--- src/inc/urs_pkg.sv ---
// urs_pkg: offsets, field positions, reset values and widths shared by the serial status block
// assumes a 32-bit AXI4-Lite register bus with each register on one aligned word
package urs_pkg;
	// register byte offsets
	localparam logic [7:0] OFF_STATUS   = 8'h00;
	localparam logic [7:0] OFF_TX_DATA  = 8'h04;
	localparam logic [7:0] OFF_RX_DATA  = 8'h08;
	localparam logic [7:0] OFF_CONTROL  = 8'h0c;
	localparam logic [7:0] OFF_INT_STAT = 8'h10;
	localparam logic [7:0] OFF_INT_MASK = 8'h14;
	localparam int         ADDR_W       = 8;

	// status register fields
	localparam int BIT_DATA_AVAIL = 0;
	localparam int BIT_OVERRUN    = 1;
	localparam int BIT_FRAME_ERR  = 2;
	localparam int BIT_PARITY_ERR = 3;
	localparam int BIT_RX_IDLE    = 4;
	localparam int BIT_ADDR_DET   = 5;

	// control register fields
	localparam int BIT_NINE_BIT   = 0;

	// interrupt status / mask fields
	localparam int BIT_EV_RX_CHAR = 0;
	localparam int BIT_EV_OVERRUN = 1;
	localparam int BIT_EV_CHAR_ERR = 2;
	localparam int BIT_EV_ADDR    = 3;
	localparam int EV_W           = 4;

	// character layout
	localparam int CHAR_W         = 9;
	localparam int NINTH_BIT      = 8;

	// reset values
	localparam logic [EV_W-1:0]   EV_RST   = 4'h0;
	localparam logic [CHAR_W-1:0] CHAR_RST = 9'h000;

	// default receive fifo depth
	localparam int FIFO_DEPTH_DEF = 4;

	// axi responses
	localparam logic [1:0] RESP_OKAY   = 2'h0;
	localparam logic [1:0] RESP_SLVERR = 2'h2;
endpackage : urs_pkg

--- src/rtl/urs_serial_regs.sv ---
// urs_serial_regs: status, transmit and receive data registers of an asynchronous serial port
// assumes a receive shifter and a transmit shifter on aclk outside this block, and an AXI4-Lite master
//
// The register addresses and the AXI4-Lite interface to the registers were left to the implementer.
`timescale 1ns/1ps

// Function
// address detect acts only in 9-bit mode
// status bit 4 reads receiver idle
// bit 3 shows parity error of head
// bit 2 shows framing error of head
// overrun bit 1 set by hardware, cleared only
// clearing overrun flushes fifo and shift register
// bit 0 high while characters remain unread
// software writes character and ninth bit
// bits 15-9 of data registers read zero
// receive register read-only, zero after reset
// address detect discards characters with ninth clear
module urs_serial_regs #(
	parameter int FIFO_DEPTH = urs_pkg::FIFO_DEPTH_DEF
) (
	input  wire logic                         aclk,
	input  wire logic                         aresetn,
	// axi4-lite write address
	input  wire logic [urs_pkg::ADDR_W-1:0]   s_axi_awaddr,
	input  wire logic                         s_axi_awvalid,
	output logic                              s_axi_awready,
	// axi4-lite write data
	input  wire logic [31:0]                  s_axi_wdata,
	input  wire logic [3:0]                   s_axi_wstrb,
	input  wire logic                         s_axi_wvalid,
	output logic                              s_axi_wready,
	// axi4-lite write response
	output logic [1:0]                        s_axi_bresp,
	output logic                              s_axi_bvalid,
	input  wire logic                         s_axi_bready,
	// axi4-lite read address
	input  wire logic [urs_pkg::ADDR_W-1:0]   s_axi_araddr,
	input  wire logic                         s_axi_arvalid,
	output logic                              s_axi_arready,
	// axi4-lite read data
	output logic [31:0]                       s_axi_rdata,
	output logic [1:0]                        s_axi_rresp,
	output logic                              s_axi_rvalid,
	input  wire logic                         s_axi_rready,
	// receive shifter side
	input  wire logic                         rx_char_valid,
	input  wire logic [urs_pkg::CHAR_W-1:0]   rx_char_data,
	input  wire logic                         rx_parity_err,
	input  wire logic                         rx_frame_err,
	input  wire logic                         rx_busy,
	output logic                              receive_shift_register_clear,
	output logic                              nine_bit_mode,
	// transmit shifter side
	output logic [urs_pkg::CHAR_W-1:0]        tx_char_data,
	output logic                              tx_char_valid,
	// interrupt
	output logic                              irq
);
	localparam int PTR_W = (FIFO_DEPTH > 1) ? $clog2(FIFO_DEPTH) : 1;
	localparam int CNT_W = $clog2(FIFO_DEPTH + 1);
	localparam logic [CNT_W-1:0] CNT_FULL = CNT_W'(FIFO_DEPTH);
	localparam logic [PTR_W-1:0] PTR_LAST = PTR_W'(FIFO_DEPTH - 1);

	// write channel holding registers
	logic                         aw_full_reg;
	logic [urs_pkg::ADDR_W-1:0]   aw_addr_reg;
	logic                         w_full_reg;
	logic [31:0]                  w_data_reg;
	logic [3:0]                   w_strb_reg;
	logic                         bvalid_reg;
	logic [1:0]                   bresp_reg;
	// read channel registers
	logic                         rvalid_reg;
	logic [31:0]                  rdata_reg;
	logic [1:0]                   rresp_reg;
	// control and status state
	logic                         addr_detect_enable_reg;
	logic                         nine_bit_reg;
	logic                         overrun_error_flag_reg;
	logic [urs_pkg::EV_W-1:0]     int_stat_reg;
	logic [urs_pkg::EV_W-1:0]     int_mask_reg;
	logic [urs_pkg::CHAR_W-1:0]   tx_data_reg;
	logic                         tx_valid_reg;
	logic                         rsr_clear_reg;
	// receive fifo
	logic [urs_pkg::CHAR_W-1:0]   fifo_char [FIFO_DEPTH];
	logic                         fifo_parity_error_flag [FIFO_DEPTH];
	logic                         fifo_framing_error_flag [FIFO_DEPTH];
	logic [PTR_W-1:0]             wr_ptr_reg;
	logic [PTR_W-1:0]             rd_ptr_reg;
	logic [CNT_W-1:0]             count_reg;

	// write decode: the write happens once both address and data are held
	wire                          write_fire   = aw_full_reg && w_full_reg && !bvalid_reg;
	wire                          wr_status    = write_fire && (aw_addr_reg == urs_pkg::OFF_STATUS);
	wire                          wr_tx        = write_fire && (aw_addr_reg == urs_pkg::OFF_TX_DATA);
	wire                          wr_rx        = write_fire && (aw_addr_reg == urs_pkg::OFF_RX_DATA);
	wire                          wr_control   = write_fire && (aw_addr_reg == urs_pkg::OFF_CONTROL);
	wire                          wr_int_stat  = write_fire && (aw_addr_reg == urs_pkg::OFF_INT_STAT);
	wire                          wr_int_mask  = write_fire && (aw_addr_reg == urs_pkg::OFF_INT_MASK);
	wire                          wr_mapped    = wr_status || wr_tx || wr_rx || wr_control || wr_int_stat
	                                             || wr_int_mask;
	wire                          lane0        = w_strb_reg[0];
	wire                          lane1        = w_strb_reg[1];

	// read decode
	wire                          ar_fire      = s_axi_arvalid && s_axi_arready;
	wire                          rd_status    = (s_axi_araddr == urs_pkg::OFF_STATUS);
	wire                          rd_tx        = (s_axi_araddr == urs_pkg::OFF_TX_DATA);
	wire                          rd_rx        = (s_axi_araddr == urs_pkg::OFF_RX_DATA);
	wire                          rd_control   = (s_axi_araddr == urs_pkg::OFF_CONTROL);
	wire                          rd_int_stat  = (s_axi_araddr == urs_pkg::OFF_INT_STAT);
	wire                          rd_int_mask  = (s_axi_araddr == urs_pkg::OFF_INT_MASK);
	wire                          rd_mapped    = rd_status || rd_tx || rd_rx || rd_control || rd_int_stat
	                                             || rd_int_mask;

	// fifo state
	wire                          fifo_empty   = (count_reg == '0);
	wire                          fifo_full    = (count_reg == CNT_FULL);
	wire [urs_pkg::CHAR_W-1:0]    head_char    = fifo_char[rd_ptr_reg];
	wire                          head_parity_error_flag    = fifo_parity_error_flag[rd_ptr_reg] && !fifo_empty;
	wire                          head_framing_error_flag    = fifo_framing_error_flag[rd_ptr_reg] && !fifo_empty;

	// address filter: only effective in 9-bit mode
	wire                          addr_mode    = addr_detect_enable_reg && nine_bit_reg;
	wire                          is_addr_char = nine_bit_reg && rx_char_data[urs_pkg::NINTH_BIT];
	wire                          char_keep    = !addr_mode || is_addr_char;
	wire                          rx_arrive    = rx_char_valid && char_keep;

	// overrun clear: a one-to-zero write from software, unless a new overrun lands this cycle
	wire                          overrun_set  = rx_arrive && fifo_full && !overrun_error_flag_reg;
	wire                          overrun_wclr = wr_status && lane0 && !w_data_reg[urs_pkg::BIT_OVERRUN];
	wire                          flush        = overrun_wclr && overrun_error_flag_reg && !overrun_set;

	// push while not overrun and not full; pop on a read of the receive register
	wire                          push         = rx_arrive && !fifo_full && !overrun_error_flag_reg && !flush;
	wire                          pop          = ar_fire && rd_rx && !fifo_empty && !flush;

	// status word as read by software
	wire [31:0]                   status_word;
	assign status_word = {26'h0000000,
	                      addr_detect_enable_reg,
	                      !rx_busy,
	                      head_parity_error_flag,
	                      head_framing_error_flag,
	                      overrun_error_flag_reg,
	                      !fifo_empty};

	// receive word: bits 15-9 and above read zero
	wire [31:0]                   rx_word  = {23'h000000, fifo_empty ? urs_pkg::CHAR_RST : head_char};
	wire [31:0]                   ctl_word = {31'h00000000, nine_bit_reg};
	wire [31:0]                   ist_word = {28'h0000000, int_stat_reg};
	wire [31:0]                   msk_word = {28'h0000000, int_mask_reg};

	// read data selection; the transmit register is write-only and reads zero
	wire [31:0]                   rd_word  = rd_status   ? status_word :
	                                         rd_rx       ? rx_word :
	                                         rd_control  ? ctl_word :
	                                         rd_int_stat ? ist_word :
	                                         rd_int_mask ? msk_word : 32'h00000000;

	// interrupt events this cycle
	wire [urs_pkg::EV_W-1:0]      events;
	assign events[urs_pkg::BIT_EV_RX_CHAR]  = push;
	assign events[urs_pkg::BIT_EV_OVERRUN]  = overrun_set;
	assign events[urs_pkg::BIT_EV_CHAR_ERR] = push && (rx_parity_err || rx_frame_err);
	assign events[urs_pkg::BIT_EV_ADDR]     = push && addr_mode && is_addr_char;

	// write-one-to-clear, with a new event winning over the clear
	wire [urs_pkg::EV_W-1:0]      ist_clr  = (wr_int_stat && lane0) ? w_data_reg[urs_pkg::EV_W-1:0] : '0;
	wire [urs_pkg::EV_W-1:0]      ist_next = (int_stat_reg & ~ist_clr) | events;

	// axi handshake outputs
	assign s_axi_awready = !aw_full_reg && !bvalid_reg;
	assign s_axi_wready  = !w_full_reg && !bvalid_reg;
	assign s_axi_bvalid  = bvalid_reg;
	assign s_axi_bresp   = bresp_reg;
	assign s_axi_arready = !rvalid_reg;
	assign s_axi_rvalid  = rvalid_reg;
	assign s_axi_rdata   = rdata_reg;
	assign s_axi_rresp   = rresp_reg;

	// block outputs
	assign receive_shift_register_clear = rsr_clear_reg;
	assign nine_bit_mode                = nine_bit_reg;
	assign tx_char_data                 = tx_data_reg;
	assign tx_char_valid                = tx_valid_reg;
	assign irq                          = |(int_stat_reg & int_mask_reg);

	// write address and data capture, taken in either order
	always_ff @(posedge aclk) begin
		if (!aresetn) begin
			aw_full_reg <= 1'b0;
			aw_addr_reg <= '0;
			w_full_reg  <= 1'b0;
			w_data_reg  <= 32'h00000000;
			w_strb_reg  <= 4'h0;
		end else begin
			if (s_axi_awvalid && s_axi_awready) begin
				aw_full_reg <= 1'b1;
				aw_addr_reg <= s_axi_awaddr;
			end else if (write_fire) begin
				aw_full_reg <= 1'b0;
			end
			if (s_axi_wvalid && s_axi_wready) begin
				w_full_reg <= 1'b1;
				w_data_reg <= s_axi_wdata;
				w_strb_reg <= s_axi_wstrb;
			end else if (write_fire) begin
				w_full_reg <= 1'b0;
			end
		end
	end

	// write response, slave error for an unmapped address
	always_ff @(posedge aclk) begin
		if (!aresetn) begin
			bvalid_reg <= 1'b0;
			bresp_reg  <= urs_pkg::RESP_OKAY;
		end else if (write_fire) begin
			bvalid_reg <= 1'b1;
			bresp_reg  <= wr_mapped ? urs_pkg::RESP_OKAY : urs_pkg::RESP_SLVERR;
		end else if (s_axi_bready) begin
			bvalid_reg <= 1'b0;
		end
	end

	// read response, registered one cycle after the address is taken
	always_ff @(posedge aclk) begin
		if (!aresetn) begin
			rvalid_reg <= 1'b0;
			rdata_reg  <= 32'h00000000;
			rresp_reg  <= urs_pkg::RESP_OKAY;
		end else if (ar_fire) begin
			rvalid_reg <= 1'b1;
			rdata_reg  <= rd_word;
			rresp_reg  <= rd_mapped ? urs_pkg::RESP_OKAY : urs_pkg::RESP_SLVERR;
		end else if (s_axi_rready) begin
			rvalid_reg <= 1'b0;
		end
	end

	// software controls: address detect enable, character width, interrupt mask
	always_ff @(posedge aclk) begin
		if (!aresetn) begin
			addr_detect_enable_reg <= 1'b0;
			nine_bit_reg           <= 1'b0;
			int_mask_reg           <= urs_pkg::EV_RST;
		end else begin
			if (wr_status && lane0) begin
				addr_detect_enable_reg <= w_data_reg[urs_pkg::BIT_ADDR_DET];
			end
			if (wr_control && lane0) begin
				nine_bit_reg <= w_data_reg[urs_pkg::BIT_NINE_BIT];
			end
			if (wr_int_mask && lane0) begin
				int_mask_reg <= w_data_reg[urs_pkg::EV_W-1:0];
			end
		end
	end

	// overrun flag: hardware sets, software may only clear; sticky interrupt status
	always_ff @(posedge aclk) begin
		if (!aresetn) begin
			overrun_error_flag_reg <= 1'b0;
			int_stat_reg           <= urs_pkg::EV_RST;
			rsr_clear_reg          <= 1'b0;
		end else begin
			if (overrun_set) begin
				overrun_error_flag_reg <= 1'b1;
			end else if (overrun_wclr) begin
				overrun_error_flag_reg <= 1'b0;
			end
			int_stat_reg  <= ist_next;
			rsr_clear_reg <= flush;
		end
	end

	// transmit register: character and ninth bit handed to the shifter as a one-cycle pulse
	always_ff @(posedge aclk) begin
		if (!aresetn) begin
			tx_data_reg  <= urs_pkg::CHAR_RST;
			tx_valid_reg <= 1'b0;
		end else begin
			tx_valid_reg <= wr_tx && lane0;
			if (wr_tx && lane0) begin
				tx_data_reg <= {lane1 && w_data_reg[urs_pkg::NINTH_BIT], w_data_reg[7:0]};
			end
		end
	end

	// receive fifo pointers and occupancy; a flush empties it at once
	always_ff @(posedge aclk) begin
		if (!aresetn) begin
			wr_ptr_reg <= '0;
			rd_ptr_reg <= '0;
			count_reg  <= '0;
		end else if (flush) begin
			wr_ptr_reg <= '0;
			rd_ptr_reg <= '0;
			count_reg  <= '0;
		end else begin
			if (push) begin
				wr_ptr_reg <= (wr_ptr_reg == PTR_LAST) ? '0 : wr_ptr_reg + 1'b1;
			end
			if (pop) begin
				rd_ptr_reg <= (rd_ptr_reg == PTR_LAST) ? '0 : rd_ptr_reg + 1'b1;
			end
			if (push && !pop) begin
				count_reg <= count_reg + 1'b1;
			end else if (pop && !push) begin
				count_reg <= count_reg - 1'b1;
			end
		end
	end

	// receive fifo storage: character with its own error flags, cleared at reset
	always_ff @(posedge aclk) begin
		if (!aresetn) begin
			for (int i = 0; i < FIFO_DEPTH; i++) begin
				fifo_char[i] <= urs_pkg::CHAR_RST;
				fifo_parity_error_flag[i] <= 1'b0;
				fifo_framing_error_flag[i] <= 1'b0;
			end
		end else if (push) begin
			fifo_char[wr_ptr_reg] <= rx_char_data;
			fifo_parity_error_flag[wr_ptr_reg] <= rx_parity_err;
			fifo_framing_error_flag[wr_ptr_reg] <= rx_frame_err;
		end
	end

endmodule // urs_serial_regs

--- config.mk ---
export PLATFORM = sky130hd
export DESIGN_NAME = urs_serial_regs
export DESIGN_NICKNAME = d
export VERILOG_FILES = /design/src/inc/urs_pkg.sv /design/src/rtl/urs_serial_regs.sv
export SDC_FILE = /design/constraint.sdc
export NUM_CORES = 1
export LEC_CHECK = 0
export ABC_CLOCK_PERIOD_IN_PS = 3400
export CAP_MARGIN = 20
export CORE_MARGIN = 8
export CORE_UTILIZATION = 45
export DETAILED_ROUTE_END_ITERATION = 8
export DONT_BUFFER_PORTS = 1
export GPL_TIMING_DRIVEN = 0
export PLACE_DENSITY = 0.68
export SLEW_MARGIN = 15
export SYNTH_ARGS = -nofsm -noshare
export SYNTH_HDL_FRONTEND = slang
export SYNTH_SLANG_ARGS = --single-unit
--- constraint.sdc ---
create_clock -name aclk -period 3.4 [get_ports aclk]
set_input_delay 0.17 -clock aclk [delete_from_list [all_inputs] [get_ports aclk]]
set_output_delay 0.17 -clock aclk [all_outputs]
set_load 0.05 [all_outputs]
* Word level (Yosys, flattened, before mapping) *
Memory sizes are Yosys's and may differ from the RTL's. A register that Yosys moved wholly into a read port is not among the register bits.
Index checks and enable logic that the tools add are counted.
W data, S select, Z words.

cells by class
  add/subtract/negate cells = 4
  equal/unequal tests = 13
  muxes and demuxes = 41
  bitwise logic cells = 5
  reductions and logical operators = 80

operator list
  operator               count
  $logic_and A1 B1 Y1    40
  $mux W9                4
  $eq A8 B4 Y1 const B   4
  $eq A8 B5 Y1 const B   4
  $mux W2                13
  $mux W1                18
  $eq A8 B3 Y1 const B   2
  $logic_not A8 Y1       2
  $mux W4                4
  $logic_not A1 Y1       14
  $logic_or A1 B1 Y1     12
  $reduce_bool A2 Y1     6
  $reduce_or A9 Y1       1
  $and A4 B4 Y4          2
  $mux W3                2
  $add A2 B1 Y2 const B  2
  $eq A2 B2 Y1 const B   2
  $not A4 Y4             1
  $or A4 B4 Y4           1
  $reduce_or A4 Y1       1
  $add A3 B1 Y3 const B  1
  $eq A3 B3 Y1 const B   1
  $logic_not A3 Y1       1
  $sub A3 B1 Y3 const B  1
  3 further kinds        4

storage, ports and cells
  register bits = 88
  bits in writable memories = 44
  input port bits = 72
  output and inout bits = 54
  logic and storage cells = 167
  memories kept = 3

memories
  memory                   depth  width  read ports  clocked after memory_dff  write ports  line                   source
  fifo_char                4      9      1           1                         4            urs_serial_regs.sv:87  logic [urs_pkg::CHAR_W-1:0] fifo_char [FIFO_DEPTH];
  fifo_framing_error_flag  4      1      1           1                         4            urs_serial_regs.sv:89  logic fifo_framing_error_flag [FIFO_DEPTH];
  fifo_parity_error_flag   4      1      1           1                         4            urs_serial_regs.sv:88  logic fifo_parity_error_flag [FIFO_DEPTH];

* Logic depth before layout (Yosys ltp) *
Gate-level depths: netlist (run 1).

  word-level depth = 15
  mapped depth = 12
  mapped depth without buffers = 11

* Least setup slack after synthesis (run 1) *
No wires, ideal clock.

  path kind = register -> register
  from = register aw_addr_reg[0] (netlist bit)
  to = register count_reg[2]
  library setup time = 0.125 ns
  data arrival time = 2.653 ns
  required time = 3.275 ns
  setup slack = 0.622 ns
  stages on the path, launching flop included = 11
  path buffers = 0
  clock period less this slack = 2.778 ns
  cell sequence = dfxtp_1 -> or4_1 -> or4_1 -> o21ai_0 -> ha_1 -> inv_1 -> fa_1 -> xor2_1 -> nor2_1 -> xnor2_1 -> nor2_1

on the way
  cells in the longest elaborated chain, start to end = 11
  elaborated cells between the ends (all ways) = 16
  those cells by class = mux: 1; reduce/logical: 15

RTL lines
  item                                           line                                            source
  start, declared                                urs_serial_regs.sv:67                           logic [urs_pkg::ADDR_W-1:0] aw_addr_reg;
  start signal, assigned                         urs_serial_regs.sv:202                          aw_addr_reg <= s_axi_awaddr;
  $logic_not A8 Y1 *                             urs_serial_regs.sv:96                           wire wr_status = write_fire && (aw_addr_reg == urs_pkg::OFF_STATUS);
  $logic_and A1 B1 Y1 *                          urs_serial_regs.sv:96
  $logic_and A1 B1 Y1 * (2 in series)            urs_serial_regs.sv:133                          wire overrun_wclr = wr_status && lane0 && !w_data_reg[urs_pkg::BIT_OVERRUN];
  $logic_and A1 B1 Y1 * (2 in series)            urs_serial_regs.sv:134                          wire flush = overrun_wclr && overrun_error_flag_reg && !overrun_set;
  $logic_not A1 Y1                               urs_serial_regs.sv:137, urs_serial_regs.sv:138
  $logic_and A1 B1 Y1 (on tied branches)         urs_serial_regs.sv:138, urs_serial_regs.sv:137
  $logic_not A1 Y1 (on tied branches)            urs_serial_regs.sv:310, urs_serial_regs.sv:312
  $logic_and A1 B1 Y1 (on tied branches)         urs_serial_regs.sv:310, urs_serial_regs.sv:312
  $mux W3 or $reduce_bool A2 Y1 (tied branches)  n/a
  end signal, assigned                           urs_serial_regs.sv:311                          count_reg <= count_reg + 1'b1;
  end signal, assigned                           urs_serial_regs.sv:313                          count_reg <= count_reg - 1'b1;
  end, declared                                  urs_serial_regs.sv:92                           logic [CNT_W-1:0] count_reg;

Every way passes the cells marked *; elsewhere a longest branch is shown, timed or not.
A chain may end at the register's enable or synchronous reset.

* Final worst setup path (run 1) *
Ends and elaborated chain as after synthesis.

==> reports/metrics.cfg, run 1 <==
[worst_setup_path]
crit_path_max_fanout = 4
cp_data_required_time_ps = 3680
worst_setup_path_end_kind = register
timing.reg2reg.worst_path_depth = 10
path_cells = or4_1 -> or4_1 -> o21ai_0 -> ha_1 -> inv_1 -> fa_1 -> xor2_1 -> nor2_1 -> xnor2_1 -> nor2_1
reg2reg_to = count_reg[2]
cp-start-kind = register
slowest_delay_ps = 630
cpLargestDelayFamily = simple AND/OR/NAND/NOR gates
ws_path_type = register to register
timing.critical_path.buf_inv = 1
launch_point_of_the_worst_reg_to_reg_path = aw_addr_reg[0]
worst_ep_arrival_time_ps = 3310
worst-r2r-setup-slack_ps = 360
cpMaxStageDelayCell = sky130_fd_sc_hd__or4_1

[cts]
max-clock-path-buffers = 2
cts-buffers-inserted = 9
cts_htree_levels = 3
clock_sinks = 109
cts_setup_buffers = 0
postCtsResizedCells = 0
postCtsHoldBufs = 33
clock_tree.root_cell = sky130_fd_sc_hd__clkbuf_8
cts_tree = built
insertion_delay_ps = 390
cts.clk_slew.worst_paths_ps = 120

[yosys]
postSynthCellCount = 474
post_synth_edffs = 38
synth_seq_cells = 109
post-synth-top-area-fraction_pct = 29.2
netlist_area_mm2 = 0.00487
synth_area_leader_cell = sky130_fd_sc_hd__dfxtp_1
synth_top_cells_by_area = sky130_fd_sc_hd__dfxtp_1 29%, sky130_fd_sc_hd__edfxtp_1 23%, sky130_fd_sc_hd__nand2_1 6.2%
synthesis.area_per_instance_um2 = 10.3
synthesis.yosys.warnings = 0
ys.flop_type = sky130_fd_sc_hd__dfxtp_1
yosysSeqAreaShare_pct = 52.7
ys_async_sr_fraction_pct = 0
synthDistinctLibCells = 53

[timing]
grt_setup_unrepaired = no
relSlewSlack_pct = 35.3
final.period_utilization_pct = 89.3
final-setup-viol-count = 0
fin_crit_ps = 3040
slew_viol_final = 0
fmax_ghz = 0.329
finalClockSkew_ps = 18.1
fin_worst_hold_slack_ps = 26.3
worst-slew-pin-transition_ps = 967
hold_violations = 0
setup-tns-final_ps = 0

[placement]
port_buffers = 0
routabilityCongestion = 0.861
dp_hpwl_um = 8440

[die]
core_region_area_mm2 = 0.0107
floorplan.rows = 38
die_w_um = 120
floorplan.die.height_um = 120
die_area_mm2 = 0.0144
io_pins = 126
initial_utilization_pct = 45.5

[layout]
insertedDiodeCount = 0
final.fill_count = 931
finish.net_count = 619
top_library_cells_by_usage_in_the_layout_fill_and_taps_aside = 80 x sky130_fd_sc_hd__nand2_1, 71 x sky130_fd_sc_hd__dfxtp_1, 39 x sky130_fd_sc_hd__a21oi_1, 38 x sky130_fd_sc_hd__and2_1, 38 x sky130_fd_sc_hd__edfxtp_1
mostFrequentLayoutCell = sky130_fd_sc_hd__nand2_1
max_flop_register = fifo_char
final_core_utilization_pct = 53.2
largest_reg_flops = 36
area_delta_synth_final_pct = 17.0
drive_above_1_share_pct = 12.4

[power]
clock_network_fraction_of_total_power_pct = 29.0
power.density_cell_area_mw_per_mm2 = 507
power.switching_fraction_pct = 30.7
combPwrFrac_pct = 16.9
static-leakage-power_nw = 2.24
net-switching-power_w = 0.000885
irDropWorstVdd_v = 0.000260
p_int_w = 0.00200
seq_power_share_pct = 54.1

[worst_hold_path]
holdCritPathClass = input pin to register
hold-path-endpoint = fifo_char[3][8]
whs_path_depth = 2
hold_path.startpoint = rx_char_data[8]

[detailed_routing]
drt_first_iter_violations = 271
wirelength_um = 11600
postRouteAntennaNets = 0
drt_pre_antenna_iters = 5
routed_vias = 3556
viasPerCell = 5.17
detail_route.wl_per_cell_um = 16.8
detail_route.drc_violations = 0

[run_status]
status = completed

[grt]
largest_net_degree_at_the_start_of_global_routing = 22
global_route_wire_length_before_repair_um = 18600
global_route.usage.total_pct = 16.5
first_global_vias = 3509
globalRouteOverflowTotal = 0
initial_antenna_violation_count = 0

[flow_run]
max-cap-violations = 0

==> final cells by class <==
class / instances / area (um2) / share of cell area, %
clock inverters: 6 / 70.1 / 1.23
multi-input cells: 327 / 2070 / 36.3
inverters: 14 / 52.6 / 0.923
plain buffers: 48 / 275 / 4.84
clock buffers: 10 / 149 / 2.62
repair buffers: 34 / 342 / 6.00
well taps: 140 / 175 / 3.08
flip-flops and latches: 109 / 2560 / 45.0
==> cell families after synthesis <==
| family | count (synthesis) | share of synthesized area [%] |
|---|---|---|
| multiplexers | 38 | 10.7 |
| buffers and inverters | 62 | 6.74 |
| AO/OA/AOI/OAI | 75 | 9.03 |
| XOR/XNOR | 3 | 0.540 |
| adder cells (fa/ha/maj) | 4 | 1.18 |
| other | 1 | 0.0771 |
| AND/OR/NAND/NOR | 182 | 19.1 |
| flip-flops | 109 | 52.7 |
==> worst max path at each step <==
stage	from	endpoint	slack (ps)	depth (start not counted)
CTS	aw_addr_reg[0]	count_reg[2]	360	10
finish	aw_addr_reg[0]	count_reg[2]	360	10
global route	aw_addr_reg[0]	count_reg[2]	200	10
detailed placement	aw_addr_reg[0]	count_reg[2]	400	10
floorplan	aw_addr_reg[0]	count_reg[2]	620	10
global placement	aw_addr_reg[0]	count_reg[2]	440	10
==> power by group through the flow <==
| stage | Combinational [W] | Clock, W | Sequential, W |
|---|---|---|---|
| floorplan | 0.000369 | 0 | 0.00157 |
| global placement | 0.000436 | 0 | 0.00158 |
| detailed placement | 0.000449 | 0 | 0.00159 |
| CTS | 0.000486 | 0.000846 | 0.00156 |
| global route | 0.000536 | 0.000895 | 0.00157 |
| finish | 0.000487 | 0.000837 | 0.00156 |
==> cells in the mapped netlist (11+ instances only) <==
cell	count
sky130_fd_sc_hd__nand2_1	80
sky130_fd_sc_hd__a21oi_1	39
sky130_fd_sc_hd__buf_4	25
sky130_fd_sc_hd__clkbuf_1	20
sky130_fd_sc_hd__inv_1	14
sky130_fd_sc_hd__dfxtp_1	71
sky130_fd_sc_hd__mux4_2	11
sky130_fd_sc_hd__nor2_1	17
sky130_fd_sc_hd__o21ai_0	13
sky130_fd_sc_hd__and2_1	38
sky130_fd_sc_hd__mux2i_1	24
sky130_fd_sc_hd__edfxtp_1	38
==> metal layers <==
layer | GRT usage (%) | wire [um] | vias to the layer above
met2 | 27.1 | 5580 | 96
met1 | 19.5 | 4940 | 1691
li1 | - | - | 1754
met4 | 5.62 | 178 | 0
met5 | 0 | 0 | -
met3 | 6.11 | 874 | 15
==> metrics by stage <==
step | cell area (um2) | setup slack (ps) | power, W | cells
final | 5690 | 363 | 0.00288 | 688
after global routing | 5690 | 201 | 0.00300 | 688
after CTS | 5690 | 359 | 0.00289 | 688
after detailed placement | 5140 | 398 | 0.00204 | 639
after global placement | 5130 | 442 | 0.00202 | 638
after floorplan | 4960 | 622 | 0.00193 | 498
(Power assumes the default switching activity.)
==> inputs of run 2 (changes only) <==
--- a/config.mk
+++ b/config.mk
@@ -13,6 +13,8 @@
 export DONT_BUFFER_PORTS = 1
 export GPL_TIMING_DRIVEN = 0
 export PLACE_DENSITY = 0.68
+export RECOVER_POWER = 25
+export REMOVE_ABC_BUFFERS = 1
 export SLEW_MARGIN = 15
 export SYNTH_ARGS = -nofsm -noshare
 export SYNTH_HDL_FRONTEND = slang
==> run 2 against run 1 <==
Net effect: clock power down 18%; clock skew down 2.7 ps; final cell count down 6.3%; design area down 4.8%; clock-buffer cell count up 3; routed wire length down 0.69%; maximum frequency down 1.1%; via count down 2.8%; sequential share of layout area up 2.3 points; critical path type unchanged; hold slack worse by 15 ps; global-route usage down 0.59 points.
==> reports/metrics.cfg, run 2 (synthesis gave the netlist of run 1 again) <==
[die]
core_region_area_mm2 = 0.0107  ; unchanged
io_pins = 126  ; unchanged
die_area_mm2 = 0.0144  ; unchanged
floorplan.die.height_um = 120  ; unchanged
floorplan.rows = 38  ; unchanged
die_w_um = 120  ; unchanged
initial_utilization_pct = 45.5  ; unchanged

[cts]
insertion_delay_ps = 360  ; was 390 ps
cts_tree = built  ; unchanged
postCtsResizedCells = 0  ; unchanged
postCtsHoldBufs = 34  ; was 33
clock_tree.root_cell = sky130_fd_sc_hd__clkbuf_8  ; unchanged
clock_sinks = 109  ; unchanged
cts.clk_slew.worst_paths_ps = 100  ; was 120 ps
max-clock-path-buffers = 2  ; unchanged
cts_setup_buffers = 0  ; unchanged
cts_htree_levels = 3  ; unchanged
cts-buffers-inserted = 9  ; unchanged

[layout]
sequential_cell_area_mm2 = 0.00256  ; unchanged
largest_reg_flops = 36  ; unchanged
area_delta_synth_final_pct = 11.4  ; was 17.0%
final.fill_count = 968  ; was 931
final-instance-count-excl-fill = 645  ; was 688
max_flop_register = fifo_char  ; unchanged
area_of_the_multi_input_gates_mm2 = 0.00208  ; was 0.00207 mm2
mostFrequentLayoutCell = sky130_fd_sc_hd__nand2_1  ; unchanged
finish.instance_area_mm2 = 0.00542  ; was 0.00569 mm2
top_library_cells_by_usage_in_the_layout_fill_and_taps_aside = 80 x sky130_fd_sc_hd__nand2_1, 71 x sky130_fd_sc_hd__dfxtp_1, 39 x sky130_fd_sc_hd__a21oi_1, 38 x sky130_fd_sc_hd__and2_1, 38 x sky130_fd_sc_hd__edfxtp_1  ; unchanged
insertedDiodeCount = 0  ; unchanged
finish.net_count = 576  ; was 619
drive_above_1_share_pct = 8.71  ; was 12.4%

[detailed_routing]
postRouteAntennaNets = 0  ; unchanged
drt_pre_antenna_iters = 4  ; was 5
detail_route.wl_per_cell_um = 17.8  ; was 16.8 um
detail_route.drc_violations = 0  ; unchanged
drt_first_iter_violations = 245  ; was 271
viasPerCell = 5.36  ; was 5.17
wirelength_um = 11500  ; was 11600 um
routed_vias = 3455  ; was 3556

[worst_setup_path]
worst-path-stages = 10  ; unchanged
cp-start-kind = register  ; unchanged
cp_data_required_time_ps = 3630  ; was 3680 ps
worst_ep_arrival_time_ps = 3300  ; was 3310 ps
worstSetupStartpoint = aw_addr_reg[0]  ; unchanged
timing.critical_path.buf_inv = 1  ; unchanged
launch_point_of_the_worst_reg_to_reg_path = aw_addr_reg[0]  ; unchanged
cpMaxStageDelayCell = sky130_fd_sc_hd__or4_1  ; unchanged
slowest_delay_ps = 640  ; was 630 ps
cpLargestDelayFamily = simple AND/OR/NAND/NOR gates  ; unchanged
ws_path_type = register to register  ; unchanged
path_cells = or4_1 -> or4_1 -> o21ai_0 -> ha_1 -> inv_1 -> fa_1 -> xor2_1 -> nor2_1 -> xnor2_1 -> nor2_1  ; unchanged
crit_path_max_fanout = 4  ; unchanged
worst_setup_path_end_kind = register  ; unchanged
timing.reg2reg.worst_path_depth = 10  ; unchanged

[grt]
largest_net_degree_at_the_start_of_global_routing = 37  ; was 22
global_route.usage.total_pct = 15.9  ; was 16.5%
global_route_wire_length_before_repair_um = 18100  ; was 18600 um
globalRouteOverflowTotal = 0  ; unchanged
first_global_vias = 3426  ; was 3509
initial_antenna_violation_count = 0  ; unchanged

[power]
clock_network_fraction_of_total_power_pct = 25.3  ; was 29.0%
seq_power_share_pct = 57.7  ; was 54.1%
power.density_cell_area_mw_per_mm2 = 499  ; was 507 mW/mm2
net-switching-power_w = 0.000788  ; was 0.000885 W
static-leakage-power_nw = 2.07  ; was 2.24 nW
combPwrFrac_pct = 17.0  ; was 16.9%
power.switching_fraction_pct = 29.2  ; was 30.7%
irDropWorstVdd_v = 0.000269  ; was 0.000260 V
p_int_w = 0.00192  ; was 0.00200 W

[flow_run]
max-cap-violations = 0  ; unchanged

[timing]
hold_violations = 0  ; unchanged
setup-tns-final_ps = 0  ; unchanged
grt_setup_unrepaired = no  ; unchanged
worst-slew-pin-transition_ps = 1410  ; was 967 ps
final.period_utilization_pct = 90.3  ; was 89.3%
finalClockSkew_ps = 15.4  ; was 18.1 ps
slew_viol_final = 0  ; unchanged
fmax_ghz = 0.326  ; was 0.329 GHz
fin_crit_ps = 3070  ; was 3040 ps
relSlewSlack_pct = 4.90  ; was 35.3%
final-setup-viol-count = 0  ; unchanged

[placement]
dp_hpwl_um = 7890  ; was 8440 um
port_buffers = 0  ; unchanged
dpl_cell_area_mm2 = 0.00491  ; was 0.00514 mm2
place.detailed.instances = 594  ; was 639
routabilityCongestion = 0.753  ; was 0.861

[worst_hold_path]
hold_path.startpoint = rx_char_data[8]  ; unchanged
holdCritPathClass = input pin to register  ; unchanged
whs_path_depth = 1  ; was 2

[run_status]
status = completed  ; unchanged

[run 2: power by group through the flow]
stage | Combinational [W] | Sequential (W) | Clock (W)
after floorplan | 0.000330 | 0.00157 | 0
after global placement | 0.000392 | 0.00158 | 0
after detailed placement | 0.000415 | 0.00159 | 0
after CTS | 0.000461 | 0.00156 | 0.000707
after global routing | 0.000509 | 0.00157 | 0.000745
final | 0.000459 | 0.00156 | 0.000685
[run 2: stage by stage]
step | setup WS [ps] | power, W | utilization, % | hold slack (ps)
global route | 166 | 0.00283 | 50.7 | 2.23
global placement | -238 | 0.00197 | 45.4 | 311
detailed placement | 375 | 0.00201 | 45.9 | 314
CTS | 340 | 0.00273 | 50.6 | 0.888
finish | 330 | 0.00270 | 50.7 | 11.3
floorplan | 622 | 0.00190 | - | 288
[run 2: cell type report]
type / instances / share of cell area, %
clock inverter: 3 / 0.392
multi-input combinational: 327 / 38.3
inverter: 14 / 0.970
clock buffer: 13 / 2.56
tap: 140 / 3.23
timing repair buffer: 39 / 7.23
sequential: 109 / 47.3
[run 2: path summary, 6_finish.rpt]
path	endpoint	slack, ps
worst max-delay path	count_reg[2]	330
worst min-delay path	fifo_char[0][8]	10
worst min register to register	w_data_reg[4]	460
worst max register to register	count_reg[2]	330
[run 2: worst reg2reg max path, stage by stage, from the launching register on]
cell,delay [ps]
sky130_fd_sc_hd__dfxtp_1,320
sky130_fd_sc_hd__or4_1,600
sky130_fd_sc_hd__or4_1,640
sky130_fd_sc_hd__o21ai_0,270
sky130_fd_sc_hd__ha_1,230
sky130_fd_sc_hd__inv_1,60
sky130_fd_sc_hd__fa_1,370
sky130_fd_sc_hd__xor2_1,150
sky130_fd_sc_hd__nor2_1,130
sky130_fd_sc_hd__xnor2_1,130
sky130_fd_sc_hd__nor2_1,50
[run 2: metal layers]
metal | global-route usage [%] | up-vias | share of wire (%)
met5 | 0 | - | 0
met4 | 6.17 | 0 | 2.2
met3 | 5.17 | 19 | 8.3
met2 | 26.6 | 108 | 49
met1 | 18.6 | 1667 | 40
li1 | - | 1661 | -
